**config.mk**
```make
export PLATFORM = sky130hd
export DESIGN_NAME = ufs_status
export DESIGN_NICKNAME = d
export VERILOG_FILES = /design/src/verilog/ufs_pkg.sv /design/src/verilog/ufs_skid.sv /design/src/verilog/ufs_status.sv
export VERILOG_INCLUDE_DIRS = /design/src /design/src/verilog
export SDC_FILE = /design/constraint.sdc
export NUM_CORES = 1
export LEC_CHECK = 0
export CAP_MARGIN = 10
export CORE_ASPECT_RATIO = 1.25
export CORE_MARGIN = 2
export CORE_UTILIZATION = 30
export CTS_CLUSTER_SIZE = 16
export DETAILED_ROUTE_END_ITERATION = 12
export DONT_BUFFER_PORTS = 1
export PLACE_DENSITY = 0.49
export SETUP_SLACK_MARGIN = 0.02
export SYNTH_ARGS = -nofsm -noshare
export SYNTH_HDL_FRONTEND = slang
export SYNTH_SLANG_ARGS = --single-unit
```
**constraint.sdc**
```tcl
create_clock -name clk_sys -period 5.8 [get_ports clk_sys]
set_input_delay 0.87 -clock clk_sys [delete_from_list [all_inputs] [get_ports clk_sys]]
set_output_delay 0.87 -clock clk_sys [all_outputs]
set_load 0.005 [all_outputs]
```
**src/verilog/ufs_regs.svh**
```systemverilog
// Register offsets, field positions, reset values and timing counts of the FIFO status block
`ifndef UFS_REGS_SVH
`define UFS_REGS_SVH
`define UFS_STATUS_ADDR 32'h5002017C
`define UFS_BIT_RFF 4
`define UFS_BIT_RFNE 3
`define UFS_BIT_TFE 2
`define UFS_BIT_TFNF 1
`define UFS_BIT_BUSY 0
`define UFS_STATUS_RESET 32'h00000006
`define UFS_FIFO_DEPTH 16
`define UFS_SYNC_STAGES 3
`endif

```
**src/verilog/ufs_pkg.sv**
```systemverilog
// Types of the FIFO status block
package ufs_pkg;
    typedef logic [4:0] ufs_level_t;
    typedef logic [7:0] ufs_byte_t;
    typedef logic [15:0] ufs_div_t;
    typedef enum logic [1:0] {UFS_RX_IDLE, UFS_RX_START, UFS_RX_DATA} ufs_rx_state_t;
endpackage

```
**src/verilog/ufs_skid.sv**
```systemverilog
// Two-entry buffer with valid and ready on both sides
`timescale 1ns/1ps
module ufs_skid (
    // Clock and reset
    input wire logic clk_sys,
    input wire logic reset_n,
    // Fill side
    input wire logic in_valid,
    output logic in_ready,
    input wire ufs_pkg::ufs_byte_t in_data,
    // Drain side
    output logic out_valid,
    input wire logic out_ready,
    output ufs_pkg::ufs_byte_t out_data,
    output logic [1:0] count
);
    typedef struct packed {
        ufs_pkg::ufs_byte_t d0;
        ufs_pkg::ufs_byte_t d1;
        logic [1:0] n;
        logic rdy;
        logic vld;
    } ufs_skid_st_t;
    ufs_skid_st_t s;
    ufs_skid_st_t next_s;
    logic push;
    logic pop;
    // Handshake levels are kept in flops so the top ports come from registers
    assign in_ready = s.rdy;
    assign out_valid = s.vld;
    assign out_data = s.d0;
    assign count = s.n;
    assign push = in_valid && in_ready;
    assign pop = out_valid && out_ready;
    always_comb begin
        next_s = s;
        if (pop) begin
            next_s.d0 = s.d1;
        end
        if (push) begin
            if (s.n == 2'h0 || (s.n == 2'h1 && pop)) begin
                next_s.d0 = in_data;
            end else begin
                next_s.d1 = in_data;
            end
        end
        next_s.n = s.n + {1'b0, push} - {1'b0, pop};
        next_s.rdy = (next_s.n != 2'h2);
        next_s.vld = (next_s.n != 2'h0);
    end
    always_ff @(posedge clk_sys or negedge reset_n) begin
        if (!reset_n) begin
            s <= '0;
            s.rdy <= 1'b1;
        end else begin
            s <= next_s;
        end
    end
endmodule

```
**src/verilog/ufs_status.sv**
```systemverilog
// UART FIFO status word with the FIFOs, line activity and busy flag behind it
//
// The plain strobed port was decided locally.
`timescale 1ns/1ps
`include "ufs_regs.svh"
// What this block does
// RQ1: Status bit 4 is 1 while every receive FIFO entry is occupied.
// RQ2: Status bit 3 is 1 while receive FIFO holds a character; resets 0.
// RQ3: Status bit 2 is 1 while transmit FIFO is empty; resets 1.
// RQ4: Status bit 1 is 1 while transmit FIFO has a free slot; resets 1.
// RQ5: Status bit 0 is set during a serial transfer, clear when idle; resets 0.
// RQ6: Busy reads 0 with everything empty even if a start bit just began.
// RQ7: Start bit accepted only at mid-bit, set by the baud divisor.
// RQ8: With the separate serial clock, busy asserts several cycles later.
// RQ9: Bits 31 to 5 are reserved, read zero, writes ignored.
// RQ10: Both FIFOs hold sixteen character entries.
// RQ11: Flags follow FIFO pointer changes within one clock.
module ufs_status (
    // Clock and reset
    input wire logic clk_sys,
    input wire logic reset_n,
    // Register port
    input wire logic [31:0] reg_addr,
    input wire logic [31:0] reg_wdata,
    input wire logic reg_write,
    input wire logic reg_read,
    output logic [31:0] reg_rdata,
    // Transmit queue fill side and receive queue drain side
    input wire logic tx_valid,
    output logic tx_ready,
    input wire ufs_pkg::ufs_byte_t tx_data,
    output logic rx_valid,
    input wire logic rx_ready,
    output ufs_pkg::ufs_byte_t rx_data,
    // Configuration
    input wire ufs_pkg::ufs_div_t baud_div,
    input wire logic serial_clk_mode,
    // Serial line
    input wire logic rx_line,
    output logic tx_line,
    // Status levels
    output logic busy
);
    typedef struct packed {
        ufs_pkg::ufs_level_t tx_cnt;
        logic [3:0] tx_rd;
        logic [3:0] tx_wr;
        ufs_pkg::ufs_level_t rx_cnt;
        logic [3:0] rx_rd;
        logic [3:0] rx_wr;
        logic tx_act;
        ufs_pkg::ufs_div_t tx_tick;
        logic [3:0] tx_bit;
        logic [9:0] tx_sh;
        ufs_pkg::ufs_rx_state_t rx_st;
        ufs_pkg::ufs_div_t rx_tick;
        logic [3:0] rx_bit;
        ufs_pkg::ufs_byte_t rx_sh;
        logic [`UFS_SYNC_STAGES-1:0] busy_sync;
        logic busy;
        logic tx_line;
        logic [31:0] rdata;
    } ufs_st_t;
    ufs_st_t s;
    ufs_st_t next_s;
    ufs_pkg::ufs_byte_t tx_mem [0:`UFS_FIFO_DEPTH-1];
    ufs_pkg::ufs_byte_t rx_mem [0:`UFS_FIFO_DEPTH-1];
    localparam ufs_pkg::ufs_level_t DEPTH = 5'(`UFS_FIFO_DEPTH);
    logic bt_valid;
    logic bt_ready;
    ufs_pkg::ufs_byte_t bt_data;
    logic br_valid;
    logic br_ready;
    ufs_pkg::ufs_byte_t br_data;
    logic tx_push;
    logic tx_pop;
    logic rx_push;
    logic rx_pop;
    logic rx_done;
    logic [4:0] flags;
    logic busy_raw;
    ufs_pkg::ufs_div_t half_div;
    ufs_pkg::ufs_div_t full_div;
    ufs_pkg::ufs_level_t tx_cnt_nx;
    ufs_pkg::ufs_level_t rx_cnt_nx;
    logic busy_nx;
    // Transmit queue entry buffer
    ufs_skid u_tx_buf (
        .clk_sys(clk_sys),
        .reset_n(reset_n),
        .in_valid(tx_valid),
        .in_ready(tx_ready),
        .in_data(tx_data),
        .out_valid(bt_valid),
        .out_ready(bt_ready),
        .out_data(bt_data),
        .count()
    );
    // Receive queue exit buffer
    ufs_skid u_rx_buf (
        .clk_sys(clk_sys),
        .reset_n(reset_n),
        .in_valid(br_valid),
        .in_ready(br_ready),
        .in_data(br_data),
        .out_valid(rx_valid),
        .out_ready(rx_ready),
        .out_data(rx_data),
        .count()
    );
    assign full_div = (baud_div == 16'h0000) ? 16'h0001 : baud_div;
    assign half_div = full_div >> 1;
    assign bt_ready = (s.tx_cnt != DEPTH); // RQ10
    assign tx_push = bt_valid && bt_ready;
    assign tx_pop = !s.tx_act && (s.tx_cnt != 5'h00);
    assign rx_done = (s.rx_st == ufs_pkg::UFS_RX_DATA) && (s.rx_tick == 16'h0000)
        && (s.rx_bit == 4'h8);
    // A character arriving on a full queue is dropped
    assign rx_push = rx_done && rx_line && (s.rx_cnt != DEPTH);
    assign br_valid = (s.rx_cnt != 5'h00);
    assign br_data = rx_mem[s.rx_rd];
    assign rx_pop = br_valid && br_ready;
    // FIFO flags follow the next counts so a read sees the latest push or pop; busy follows the current state
    always_comb begin
        flags[`UFS_BIT_RFF] = (rx_cnt_nx == DEPTH); // RQ1
        flags[`UFS_BIT_RFNE] = (rx_cnt_nx != 5'h00); // RQ2
        flags[`UFS_BIT_TFE] = (tx_cnt_nx == 5'h00); // RQ3
        flags[`UFS_BIT_TFNF] = (tx_cnt_nx != DEPTH); // RQ4
        flags[`UFS_BIT_BUSY] = busy_nx; // RQ11
    end
    // Start bit not yet qualified does not count as activity
    assign busy_raw = s.tx_act || (s.tx_cnt != 5'h00) || (s.rx_cnt != 5'h00)
        || (s.rx_st == ufs_pkg::UFS_RX_DATA); // RQ6 RQ5
    assign tx_cnt_nx = s.tx_cnt + {4'h0, tx_push} - {4'h0, tx_pop};
    assign rx_cnt_nx = s.rx_cnt + {4'h0, rx_push} - {4'h0, rx_pop};
    // Serial clock mode holds off assertion until the delay chain agrees
    assign busy_nx = busy_raw
        && (!serial_clk_mode || s.busy_sync[`UFS_SYNC_STAGES-1]); // RQ8
    always_comb begin
        next_s = s;
        next_s.tx_cnt = tx_cnt_nx;
        next_s.rx_cnt = rx_cnt_nx;
        if (tx_push) begin
            next_s.tx_wr = s.tx_wr + 4'h1;
        end
        if (rx_push) begin
            next_s.rx_wr = s.rx_wr + 4'h1;
        end
        if (rx_pop) begin
            next_s.rx_rd = s.rx_rd + 4'h1;
        end
        // Transmitter: start, eight data bits, stop
        if (tx_pop) begin
            next_s.tx_rd = s.tx_rd + 4'h1;
            next_s.tx_act = 1'b1;
            next_s.tx_sh = {1'b1, tx_mem[s.tx_rd], 1'b0};
            next_s.tx_bit = 4'h0;
            next_s.tx_tick = full_div - 16'h0001;
            next_s.tx_line = 1'b0;
        end else if (s.tx_act) begin
            if (s.tx_tick == 16'h0000) begin
                next_s.tx_tick = full_div - 16'h0001;
                if (s.tx_bit == 4'h9) begin
                    next_s.tx_act = 1'b0;
                    next_s.tx_line = 1'b1;
                end else begin
                    next_s.tx_bit = s.tx_bit + 4'h1;
                    next_s.tx_sh = {1'b1, s.tx_sh[9:1]};
                    next_s.tx_line = s.tx_sh[1];
                end
            end else begin
                next_s.tx_tick = s.tx_tick - 16'h0001;
            end
        end
        // Receiver qualifies the start bit at its midpoint
        case (s.rx_st)
            ufs_pkg::UFS_RX_IDLE: begin
                if (!rx_line) begin
                    next_s.rx_st = ufs_pkg::UFS_RX_START;
                    next_s.rx_tick = half_div;
                end
            end
            ufs_pkg::UFS_RX_START: begin
                if (s.rx_tick != 16'h0000) begin
                    next_s.rx_tick = s.rx_tick - 16'h0001;
                end else if (!rx_line) begin
                    next_s.rx_st = ufs_pkg::UFS_RX_DATA; // RQ7
                    next_s.rx_tick = full_div - 16'h0001;
                    next_s.rx_bit = 4'h0;
                end else begin
                    next_s.rx_st = ufs_pkg::UFS_RX_IDLE;
                end
            end
            ufs_pkg::UFS_RX_DATA: begin
                if (s.rx_tick != 16'h0000) begin
                    next_s.rx_tick = s.rx_tick - 16'h0001;
                end else if (s.rx_bit == 4'h8) begin
                    next_s.rx_st = ufs_pkg::UFS_RX_IDLE;
                end else begin
                    next_s.rx_tick = full_div - 16'h0001;
                    next_s.rx_bit = s.rx_bit + 4'h1;
                    next_s.rx_sh = {rx_line, s.rx_sh[7:1]};
                end
            end
            default: begin
                next_s.rx_st = ufs_pkg::UFS_RX_IDLE;
            end
        endcase
        // Serial clock mode delays assertion only; release stays immediate
        next_s.busy_sync = {s.busy_sync[`UFS_SYNC_STAGES-2:0], busy_raw};
        next_s.busy = busy_nx; // RQ5 RQ8
        // Read-only word; writes have no effect
        next_s.rdata = 32'h00000000;
        if (reg_read && reg_addr == `UFS_STATUS_ADDR) begin
            next_s.rdata = {27'h0000000, flags}; // RQ9
        end
    end
    always_ff @(posedge clk_sys) begin
        if (tx_push) begin
            tx_mem[s.tx_wr] <= bt_data;
        end
        if (rx_push) begin
            rx_mem[s.rx_wr] <= s.rx_sh;
        end
    end
    always_ff @(posedge clk_sys or negedge reset_n) begin
        if (!reset_n) begin
            s <= '0;
            s.tx_line <= 1'b1;
            s.rdata <= 32'h00000000;
        end else begin
            s <= next_s;
        end
    end
    assign reg_rdata = s.rdata;
    assign tx_line = s.tx_line;
    assign busy = s.busy;
endmodule
```
---- After elaboration in Yosys (flattened, before gate mapping) ----
Memories as Yosys holds them, arrays and structs flattened.
Index checks and enable logic that the tools add are counted.
W data, S select, Z words.
word-level totals
  flip-flop bits (word level) ............. 164
  memories ................................ 2
  bits in writable memories ............... 256
  input bits .............................. 96
  word-level logic and storage cells ...... 158
  output and inout port bits .............. 44
cells by class
  mux-type cells .......................... 39
  add/subtract/negate cells ............... 17
  reductions and logical operators ........ 46
  equal/unequal tests ..................... 22
  bitwise logic cells ..................... 4
memories
  memory  depth  bits a word  read ports  clocked after Yosys merged registers in  write ports  line              RTL
  rx_mem  16     8            1           0                                        1            ufs_status.sv:67  ufs_pkg::ufs_byte_t rx_mem [0:`UFS_FIFO_DEPTH-1];
  tx_mem  16     8            1           0                                        1            ufs_status.sv:66  ufs_pkg::ufs_byte_t tx_mem [0:`UFS_FIFO_DEPTH-1];
operators by type and width
  kind                     count
  $mux W16                 6
  $mux W31                 2
  $logic_not A16 Y1        3
  $mux W8                  6
  $pmux W16 S3             1
  $sub A16 B1 Y16 const B  3
  $eq A32 B31 Y1 const B   1
  $mux W14                 2
  $mux W28                 1
  $add A4 B1 Y4 const B    6
  $mux W20                 1
  $mux W18                 1
  $ne A2 B2 Y1 const B     9
  $reduce_bool A16 Y1      1
  $ne A5 B5 Y1 const B     3
  $reduce_bool A5 Y1       3
  $logic_and A1 B1 Y1      13
  $mux W12                 1
  $add A5 B1 Y5            2
  $mux W1                  10
  $reduce_bool A2 Y1       5
  $sub A5 B1 Y5            2
  $eq A4 B4 Y1 const B     2
  $mux W2                  4
  other kinds (21)         40

---- Depth between registers and ports, before layout ----
Gate-level depths: netlist of run 1.
  word-level depth ........................ 9
  mapped depth ............................ 17

---- Hierarchy ----
From an unflattened synthesis of run 1, not the netlist that was laid out.
second synthesis, totals
  cells, all modules ...................... 1,207
  area, all modules ....................... 17,743.3 sq um
by module, submodules not included
  module      area an instance (sq um)  times used  cells each
  ufs_status  15,808.9                  1           1,069
  ufs_skid    967.2                     2           69

---- Worst setup path before layout of run 1 ----
OpenSTA, ideal clock, no wires.
  path kind ............................... register -> register
  start point ............................. reg s[122] (netlist bit)
  end point ............................... reg s, in the netlist reg_rdata[2]
  data arrival time ....................... 3.381 ns
  stages on the path, launching flop included .. 16
  library setup time ...................... 0.089 ns
  path buffers ............................ 1
  setup slack ............................. 2.331 ns
  required time ........................... 5.711 ns
  cells stage by stage .................... dfrtp_1 inv_1 ha_1 nor3b_1 nor3b_1 nor2_2 clkbuf_1 ha_1 inv_1 ha_1 inv_1 fa_1 xor2_1 inv_1 nor4_1 nor3b_1
RTL lines
  element                 line               RTL
  from (decl)             ufs_status.sv:64   ufs_st_t s;
  from (signal assigned)  ufs_status.sv:232  s <= next_s;

==> Flow_metrics.wiki, run 1 <==
{| class="wikitable"
! Metric !! Value
|-
| Result of the run || complete, no violations
|-
| GR met2 Demand/Resource || 23.0%
|-
| Count of non-filler cells in the finished layout || 1983
|-
| Wire per inst || 19.6 um
|-
| Critical Path Sink Type || register
|-
| Layer carrying the most global-route usage || met2
|-
| Post-detail-place hpwl || 25500 um
|-
| Initial antenna violation count || 2
|-
| Setup CP Type || reg -> reg
|-
| Skew final || 0.0416 ns
|-
| Die W || 220 um
|-
| Setup slack of the worst register-to-register path || 1.96 ns
|-
| Tightest Pin Transition || 1.28 ns
|-
| Post-cts resize count || 0
|-
| Tmin final || 3.84 ns
|-
| Power per standard cell area || 455 nW/um^2
|-
| Hold WC Path Type || in -> async
|-
| Worst max-slew margin expressed relative to the limit || 14.8%
|-
| Required time of the critical path || 6.24 ns
|-
| Antenna fix cells || 0
|-
| Maximum Capacitance Violations || 0
|-
| Synth Register Bits || 392
|-
| Layout overhead on the synthesized area || 12.8%
|-
| Largest net degree at the start of global routing || 122
|-
| Routability congestion estimate || 0.773
|-
| Final hold violation count || 0
|-
| Seq/Total Area, Yosys || 63.4%
|-
| Root Buffer || clkbuf_16
|-
| Initial core utilization || 30.5%
|-
| Post-synthesis instance area || 17500 sq um
|-
| Core Util, Final || 34.4%
|-
| Most common library cell in the layout ignoring fill and taps || edfxtp_1
|-
| Asr flop ratio synth || 34.7%
|-
| Number of enable flip-flop cells after synthesis || 256
|-
| CTS H-tree lvls || 2
|-
| # DRC || 0
|-
| CTS tree || yes
|-
| Cell taking the most area after synthesis || edfxtp_1
|-
| Leakage component of the power || 7.08 nW
|-
| Number of global-route vias before repair || 9791
|-
| Post-Route WL || 38900 um
|-
| Wire length of the first global-routing pass || 59800 um
|-
| Cell variety after synth || 64
|-
| Overall die area || 60300 sq um
|-
| Setup repair after global routing missed its margin || false
|-
| CTS Sinks || 392
|-
| Met3 Usage GRT || 2.30%
|-
| Latest clock arrival within the worst-skew pair || 0.58 ns
|-
| Number of DRC markers after the initial detailed-route iteration || 548
|-
| Data arrival, critical path || 4.28 ns
|-
| Die Y || 274 um
|-
| Total Negative Setup Slacks || 0 ns
|-
| Fraction of post-synthesis cell area in the top cell type by area || 44.0%
|-
| Highest fanout seen on the critical path || 7
|-
| Top-Level Pins || 140
|-
| Routing usage on met1 || 16.4%
|-
| CTS Buffer Depth || 3
|-
| Global Route Usage Sum || 13.1%
|-
| GR Overflow Total || 0
|-
| Prevailing post-synth register cell || edfxtp_1
|-
| Period utilization || 66.1%
|-
| Std cell rows || 98
|-
| Maximum resistive drop on vdd || 0.334 mV
|-
| Via density per instance || 4.83
|-
| Setup violators final || 0
|-
| Buffers on Ports || 0
|-
| Fraction of final layout cells with drive strength greater than 1 || 17.5%
|-
| Core Footprint || 57400 sq um
|-
| Leading cell types by total area after synthesis || edfxtp_1 44%, dfrtp_1 19%, mux4_2 10%, ha_1 2.7%, nand2_1 2.3%
|-
| First-pass detailed-route iteration total || 7
|-
| Startpoint Class || register
|-
| Total number of vias || 9578
|-
| Post-synthesis instance total || 1202
|-
| Clk slew on worst S/H paths || 0.06 ns
|-
| Commonest cells after routing, fill and taps aside || 256 x edfxtp_1, 131 x dfrtp_1, 106 x nand2_1
|-
| Highest achievable clock rate || 261 MHz
|-
| Placed cell count || 1903
|-
| Final net count || 1335
|-
| Antenna Violating Nets Remaining || 0
|-
| Number of clock buffers inserted by TritonCTS || 42
|-
| Mean instance size in the synthesized netlist || 14.6 sq um
|-
| Max Slew Vio Count || 0
|-
| Yosys Warn Count || 0
|}
[worst max-delay path: stages (launching register included)]
cell     delay (ns)
dfrtp_1        0.39
inv_1          0.09
ha_1           0.13
nor3b_1        0.17
buf_4          0.16
nor3b_1        0.80
nor2_2         0.11
ha_1           0.31
inv_1          0.06
ha_1           0.16
inv_1          0.06
fa_1           0.43
xor2_1         0.17
inv_1          0.07
nor4_1         0.38
nor3b_1        0.24
[stage by stage]
| stage | cell area (sq um) | worst slack (ns) | hold WS, ns | power [mW] |
|---|---|---|---|---|
| floorplan | 17600 | 2.33 | 0.331 | 5.54 |
| global placement | 18100 | 1.95 | 0.334 | 6.04 |
| detailed placement | 18100 | 1.93 | 0.343 | 6.11 |
| CTS | 19700 | 1.89 | 0.00730 | 9.13 |
| global route | 19700 | 1.50 | 0.00848 | 9.48 |
| finish | 19700 | 1.96 | 0.0366 | 8.97 |
[kinds of logic (layout without fill, tap and decap cells)]
| kind of cell | Yosys count | count (layout) | synth area share, % |
|---|---|---|---|
| compound gates | 147 | 147 | 5.17 |
| xor+xnor | 49 | 49 | 2.45 |
| fa+ha+maj | 40 | 40 | 2.95 |
| buf+inv | 141 | 146 | 3.97 |
| flops | 392 | 392 | 63.4 |
| mux | 129 | 129 | 13.4 |
| other cells | 1 | 27 | 0.0214 |
| simple gates | 303 | 303 | 8.65 |
[flip-flops by register name, summed over array words and instances, names as in the netlist, 2 cells and up]
register,count
u_tx_buf.out_data,8
u_rx_buf.out_data,8
rx_mem,128
u_rx_buf.count,2
u_tx_buf.count,2
tx_mem,128
u_rx_buf.s,8
u_tx_buf.s,8
next_s,2
s,87
reg_rdata,5
[Yosys cell counts (all sizes together) (3+ instances only)]
library cell / number
edfxtp: 256
dfrtp: 133
nand2: 107
mux4: 80
nor2: 61
inv: 54
buf: 53
a21oi: 52
ha: 38
o21ai: 37
mux2: 35
clkbuf: 33
xnor2: 31
nor3: 23
and2: 19
nor4: 18
xor2: 18
nand4: 16
mux2i: 14
nand3: 13
o211ai: 12
nor3b: 9
a22oi: 8
or3: 8
a21o: 6
nand2b: 6
a31oi: 5
nand3b: 4
o22ai: 4
o31ai: 4
or4: 4
a221oi: 3
and4: 3
dfstp: 3
o221ai: 3
[cell type report]
cell class,count,area (sq um)
clock buffer,56,1180
clock inverter,22,378
fill,5571,37600
inverter,55,206
multi-input combinational,695,5810
sequential,392,11100
tap,750,938
timing repair buffer,13,118
[layer usage]
metal  share of wire (%)  vias to the layer above
met5               0.033                        -
met4                 2.1                        2
met3                 3.9                       57
met2                  52                      186
met1                  42                     4891
li1                    -                     4442
[power by group]
group / internal (mW) / total [mW] / switching [mW]
Combinational: 0.896 / 1.93 / 1.04
Clock: 1.81 / 2.97 / 1.16
Sequential: 3.61 / 4.07 / 0.467
Total: 6.31 / 8.97 / 2.66
[worst paths after layout]
kind | endpoint | depth (start not counted) | from
hold / removal | s[69] | 0 | reset_n
max in group asynchronous | s[115] | 1 | reset_n
setup / recovery | reg_rdata[2] | 15 | s[122]
setup reg to reg | reg_rdata[2] | 15 | s[122]
hold reg to reg | s[36] | 0 | next_s[36]
min in group clk_sys | s[36] | 0 | next_s[36]
[what timing repair did]
item / 4_1_cts / 5_1_grt
endpoints found under the setup margin: 0 / 0
hold endpoints to repair: 121 / 0
buffers inserted: 0 / 0
hold buffers: 1 / 0
(Power assumes the default switching activity.)
==> run 2, diff against run 1 <==
--- a/config.mk
+++ b/config.mk
@@ -13,7 +13,7 @@
 export CTS_CLUSTER_SIZE = 16
 export DETAILED_ROUTE_END_ITERATION = 12
 export DONT_BUFFER_PORTS = 1
-export PLACE_DENSITY = 0.49
+export PLACE_DENSITY = 0.5
 export SETUP_SLACK_MARGIN = 0.02
 export SYNTH_ARGS = -nofsm -noshare
 export SYNTH_HDL_FRONTEND = slang
==> constraint.sdc (replaced) <==
create_clock -name clk_sys -period 3.2 [get_ports clk_sys]
set_input_delay 0.48 -clock clk_sys [delete_from_list [all_inputs] [get_ports clk_sys]]
set_output_delay 0.48 -clock clk_sys [all_outputs]
set_load 0.005 [all_outputs]
==> run 2 against run 1 <==
Net effect: the run now ends with negative hold slack left; global-route usage about the same; cell area is 0.99% higher; maximum frequency is 28% higher; critical path depth decreased by 1; clock power increased by 56%; via count grew 0.97%; worst setup slack worse by 1.8 ns; critical path type unchanged; largest cell class unchanged.
==> Flow_metrics.wiki, run 2 (synthesis gave the netlist of run 1 again) <==
{| class="wikitable"
! Metric !! Value
|-
| Routability congestion estimate || 0.783 (+1.3%)
|-
| Most common library cell in the layout ignoring fill and taps || edfxtp_1
|-
| Final net count || 1386 (+3.8%)
|-
| Layout overhead on the synthesized area || 14.0%
|-
| Max Slew Vio Count || 0 (unchanged)
|-
| Final Worst Setup Slack || 0.201 ns (-1.76 ns)
|-
| Die W || 220 um (unchanged)
|-
| Buffers on Ports || 0 (unchanged)
|-
| CTS H-tree lvls || 2 (unchanged)
|-
| Count of non-filler cells in the finished layout || 2033 (+2.5%)
|-
| Placed cell count || 1955 (+2.7%)
|-
| Period utilization || 93.7% (+28 points)
|-
| Total power || 15.8 mW (+76%)
|-
| Total Negative Setup Slacks || 0 ns (unchanged)
|-
| Number of clock buffers inserted by TritonCTS || 41 (-2.4%)
|-
| CTS Buffer Depth || 3 (unchanged)
|-
| CTS Sinks || 392 (unchanged)
|-
| Highest fanout seen on the critical path || 3 (-4)
|-
| Hold WC Path Type || in -> async
|-
| CTS tree || yes
|-
| Startpoint Class || register
|-
| Number of global-route vias before repair || 9977 (+1.9%)
|-
| Required time of the critical path || 3.67 ns (-2.57 ns)
|-
| # DRC || 0 (unchanged)
|-
| Post-Place Setup Slack || 0.0220 ns (-1.91 ns)
|-
| Result of the run || finished, violations left
|-
| Setup CP Type || reg -> reg
|-
| Core Footprint || 57400 sq um (unchanged)
|-
| Initial antenna violation count || 1 (-1)
|-
| Leakage component of the power || 7.23 nW (+2.2%)
|-
| Overall die area || 60300 sq um (unchanged)
|-
| Data arrival, critical path || 3.47 ns (-0.81 ns)
|-
| Via density per instance || 4.76 (-1.5%)
|-
| Post-detail-place hpwl || 26500 um (+4.0%)
|-
| Post-Route WL || 39100 um (+0.61%)
|-
| GR Overflow Total || 0 (unchanged)
|-
| First-pass detailed-route iteration total || 5 (-2)
|-
| Registers with the most flip-flops || rx_mem: 128 flops, tx_mem: 128 flops, s: 87 flops
|-
| Sequential cell area in the final layout || 11100 sq um (unchanged)
|-
| Area of combinational cells with multiple inputs || 5890 sq um (+1.2%)
|-
| Total number of vias || 9671 (+0.97%)
|-
| Largest net degree at the start of global routing || 137 (+12%)
|-
| Tmin final || 3.00 ns (-0.838 ns)
|-
| Wire per inst || 19.2 um (-1.9%)
|-
| Skew final || 0.0147 ns (-0.0270 ns)
|-
| Global Route Usage Sum || 13.1% (about the same)
|-
| Worst hold slack || -0.383 ns (-0.420 ns)
|-
| Antenna fix cells || 0 (unchanged)
|-
| Maximum Capacitance Violations || 0 (unchanged)
|-
| Worst max-slew margin expressed relative to the limit || 53.6% (+39 points)
|-
| FILL cells || 5580 (+0.16%)
|-
| Antenna Violating Nets Remaining || 0 (unchanged)
|-
| Setup violators final || 0 (unchanged)
|-
| Std cell rows || 98 (unchanged)
|-
| Number of DRC markers after the initial detailed-route iteration || 535 (-2.4%)
|-
| Tightest Pin Transition || 0.690 ns (-0.589 ns)
|-
| Violations in the final reports || negative hold slack
|-
| Final hold violation count || 134 (+134)
|-
| Commonest cells after routing, fill and taps aside || 256 x edfxtp_1, 131 x dfrtp_1, 106 x nand2_1
|-
| Power per standard cell area || 792 nW/um^2 (+74%)
|-
| Critical Path Sink Type || register
|-
| Maximum resistive drop on vdd || 0.504 mV (+51%)
|-
| Root Buffer || clkbuf_16
|-
| Wire length of the first global-routing pass || 60000 um (+0.40%)
|-
| Top-Level Pins || 140 (unchanged)
|-
| Latest clock arrival within the worst-skew pair || 0.56 ns (-0.02 ns)
|-
| Die Y || 274 um (unchanged)
|-
| Initial core utilization || 30.5% (unchanged)
|-
| Fraction of final layout cells with drive strength greater than 1 || 21.1% (+3.6 points)
|-
| Clk slew on worst S/H paths || 0.07 ns (about the same)
|-
| Highest achievable clock rate || 333 MHz (+28%)
|}
run 2: critical path, cell delays in order, from the launching register on:
cell     delay [ns]
dfrtp_1        0.37
inv_1          0.10
ha_1           0.17
and3b_2        0.22
nand2_1        0.08
a31oi_2        0.20
nand3_2        0.11
ha_1           0.29
inv_1          0.05
ha_1           0.16
inv_1          0.07
fa_2           0.53
inv_1          0.07
nor4_4         0.29
nor3b_2        0.20
run 2: final cells by class:
cell class	count	share of cell area, %
Clock buffer	50	5.52
Sequential cell	392	55.7
Multi-Input combinational cell	695	29.5
Inverter	55	1.04
Tap cell	750	4.71
Timing Repair Buffer	65	2.51
Clock inverter	26	1.01
run 2: path summary, 6_finish.rpt:
check,from,to,slack [ns],cells past startpoint
setup / recovery,s[45],reg_rdata[4],0.20,14
hold / removal,reset_n,u_rx_buf.s[8],-0.38,0
setup reg to reg,s[45],reg_rdata[4],0.20,14
hold reg to reg,next_s[36],s[36],0.35,0
max in group asynchronous,reset_n,u_tx_buf.in_ready,3.10,0
min in group clk_sys,tx_data[1],u_tx_buf.out_data[1],0.07,1
run 2: what timing repair did:
| action | 4_1_cts | 5_1_grt |
|---|---|---|
| hold endpoints to repair | 136 | 136 |
| setup buffers | 0 | 2 |
| gates resized for setup | 1 | 9 |
| pin swaps | 0 | 3 |
| endpoints found under the setup margin | 1 | 5 |
run 2: metrics by stage:
step / util, % / cell area (sq um)
floorplan: - / 17600
global placement: 32.3 / 18600
detailed placement: 32.3 / 18600
CTS: 34.6 / 19900
global route: 34.7 / 19900
finish: 34.7 / 19900
run 2: per-layer routing:
layer	global-route usage [%]	part of all wire, %	vias to the layer above
li1	-	-	4535
met5	0	0.028	-
met2	24.1	54	140
met4	3.80	2.1	2
met1	15.3	40	4947
met3	2.67	3.5	47
run 2: where the power goes:
part / total (mW) / switching (mW) / internal (mW)
Combinational: 3.80 / 1.96 / 1.85
Clock: 4.64 / 2.01 / 2.63
Sequential: 7.34 / 0.808 / 6.53
Total: 15.8 / 4.78 / 11.0
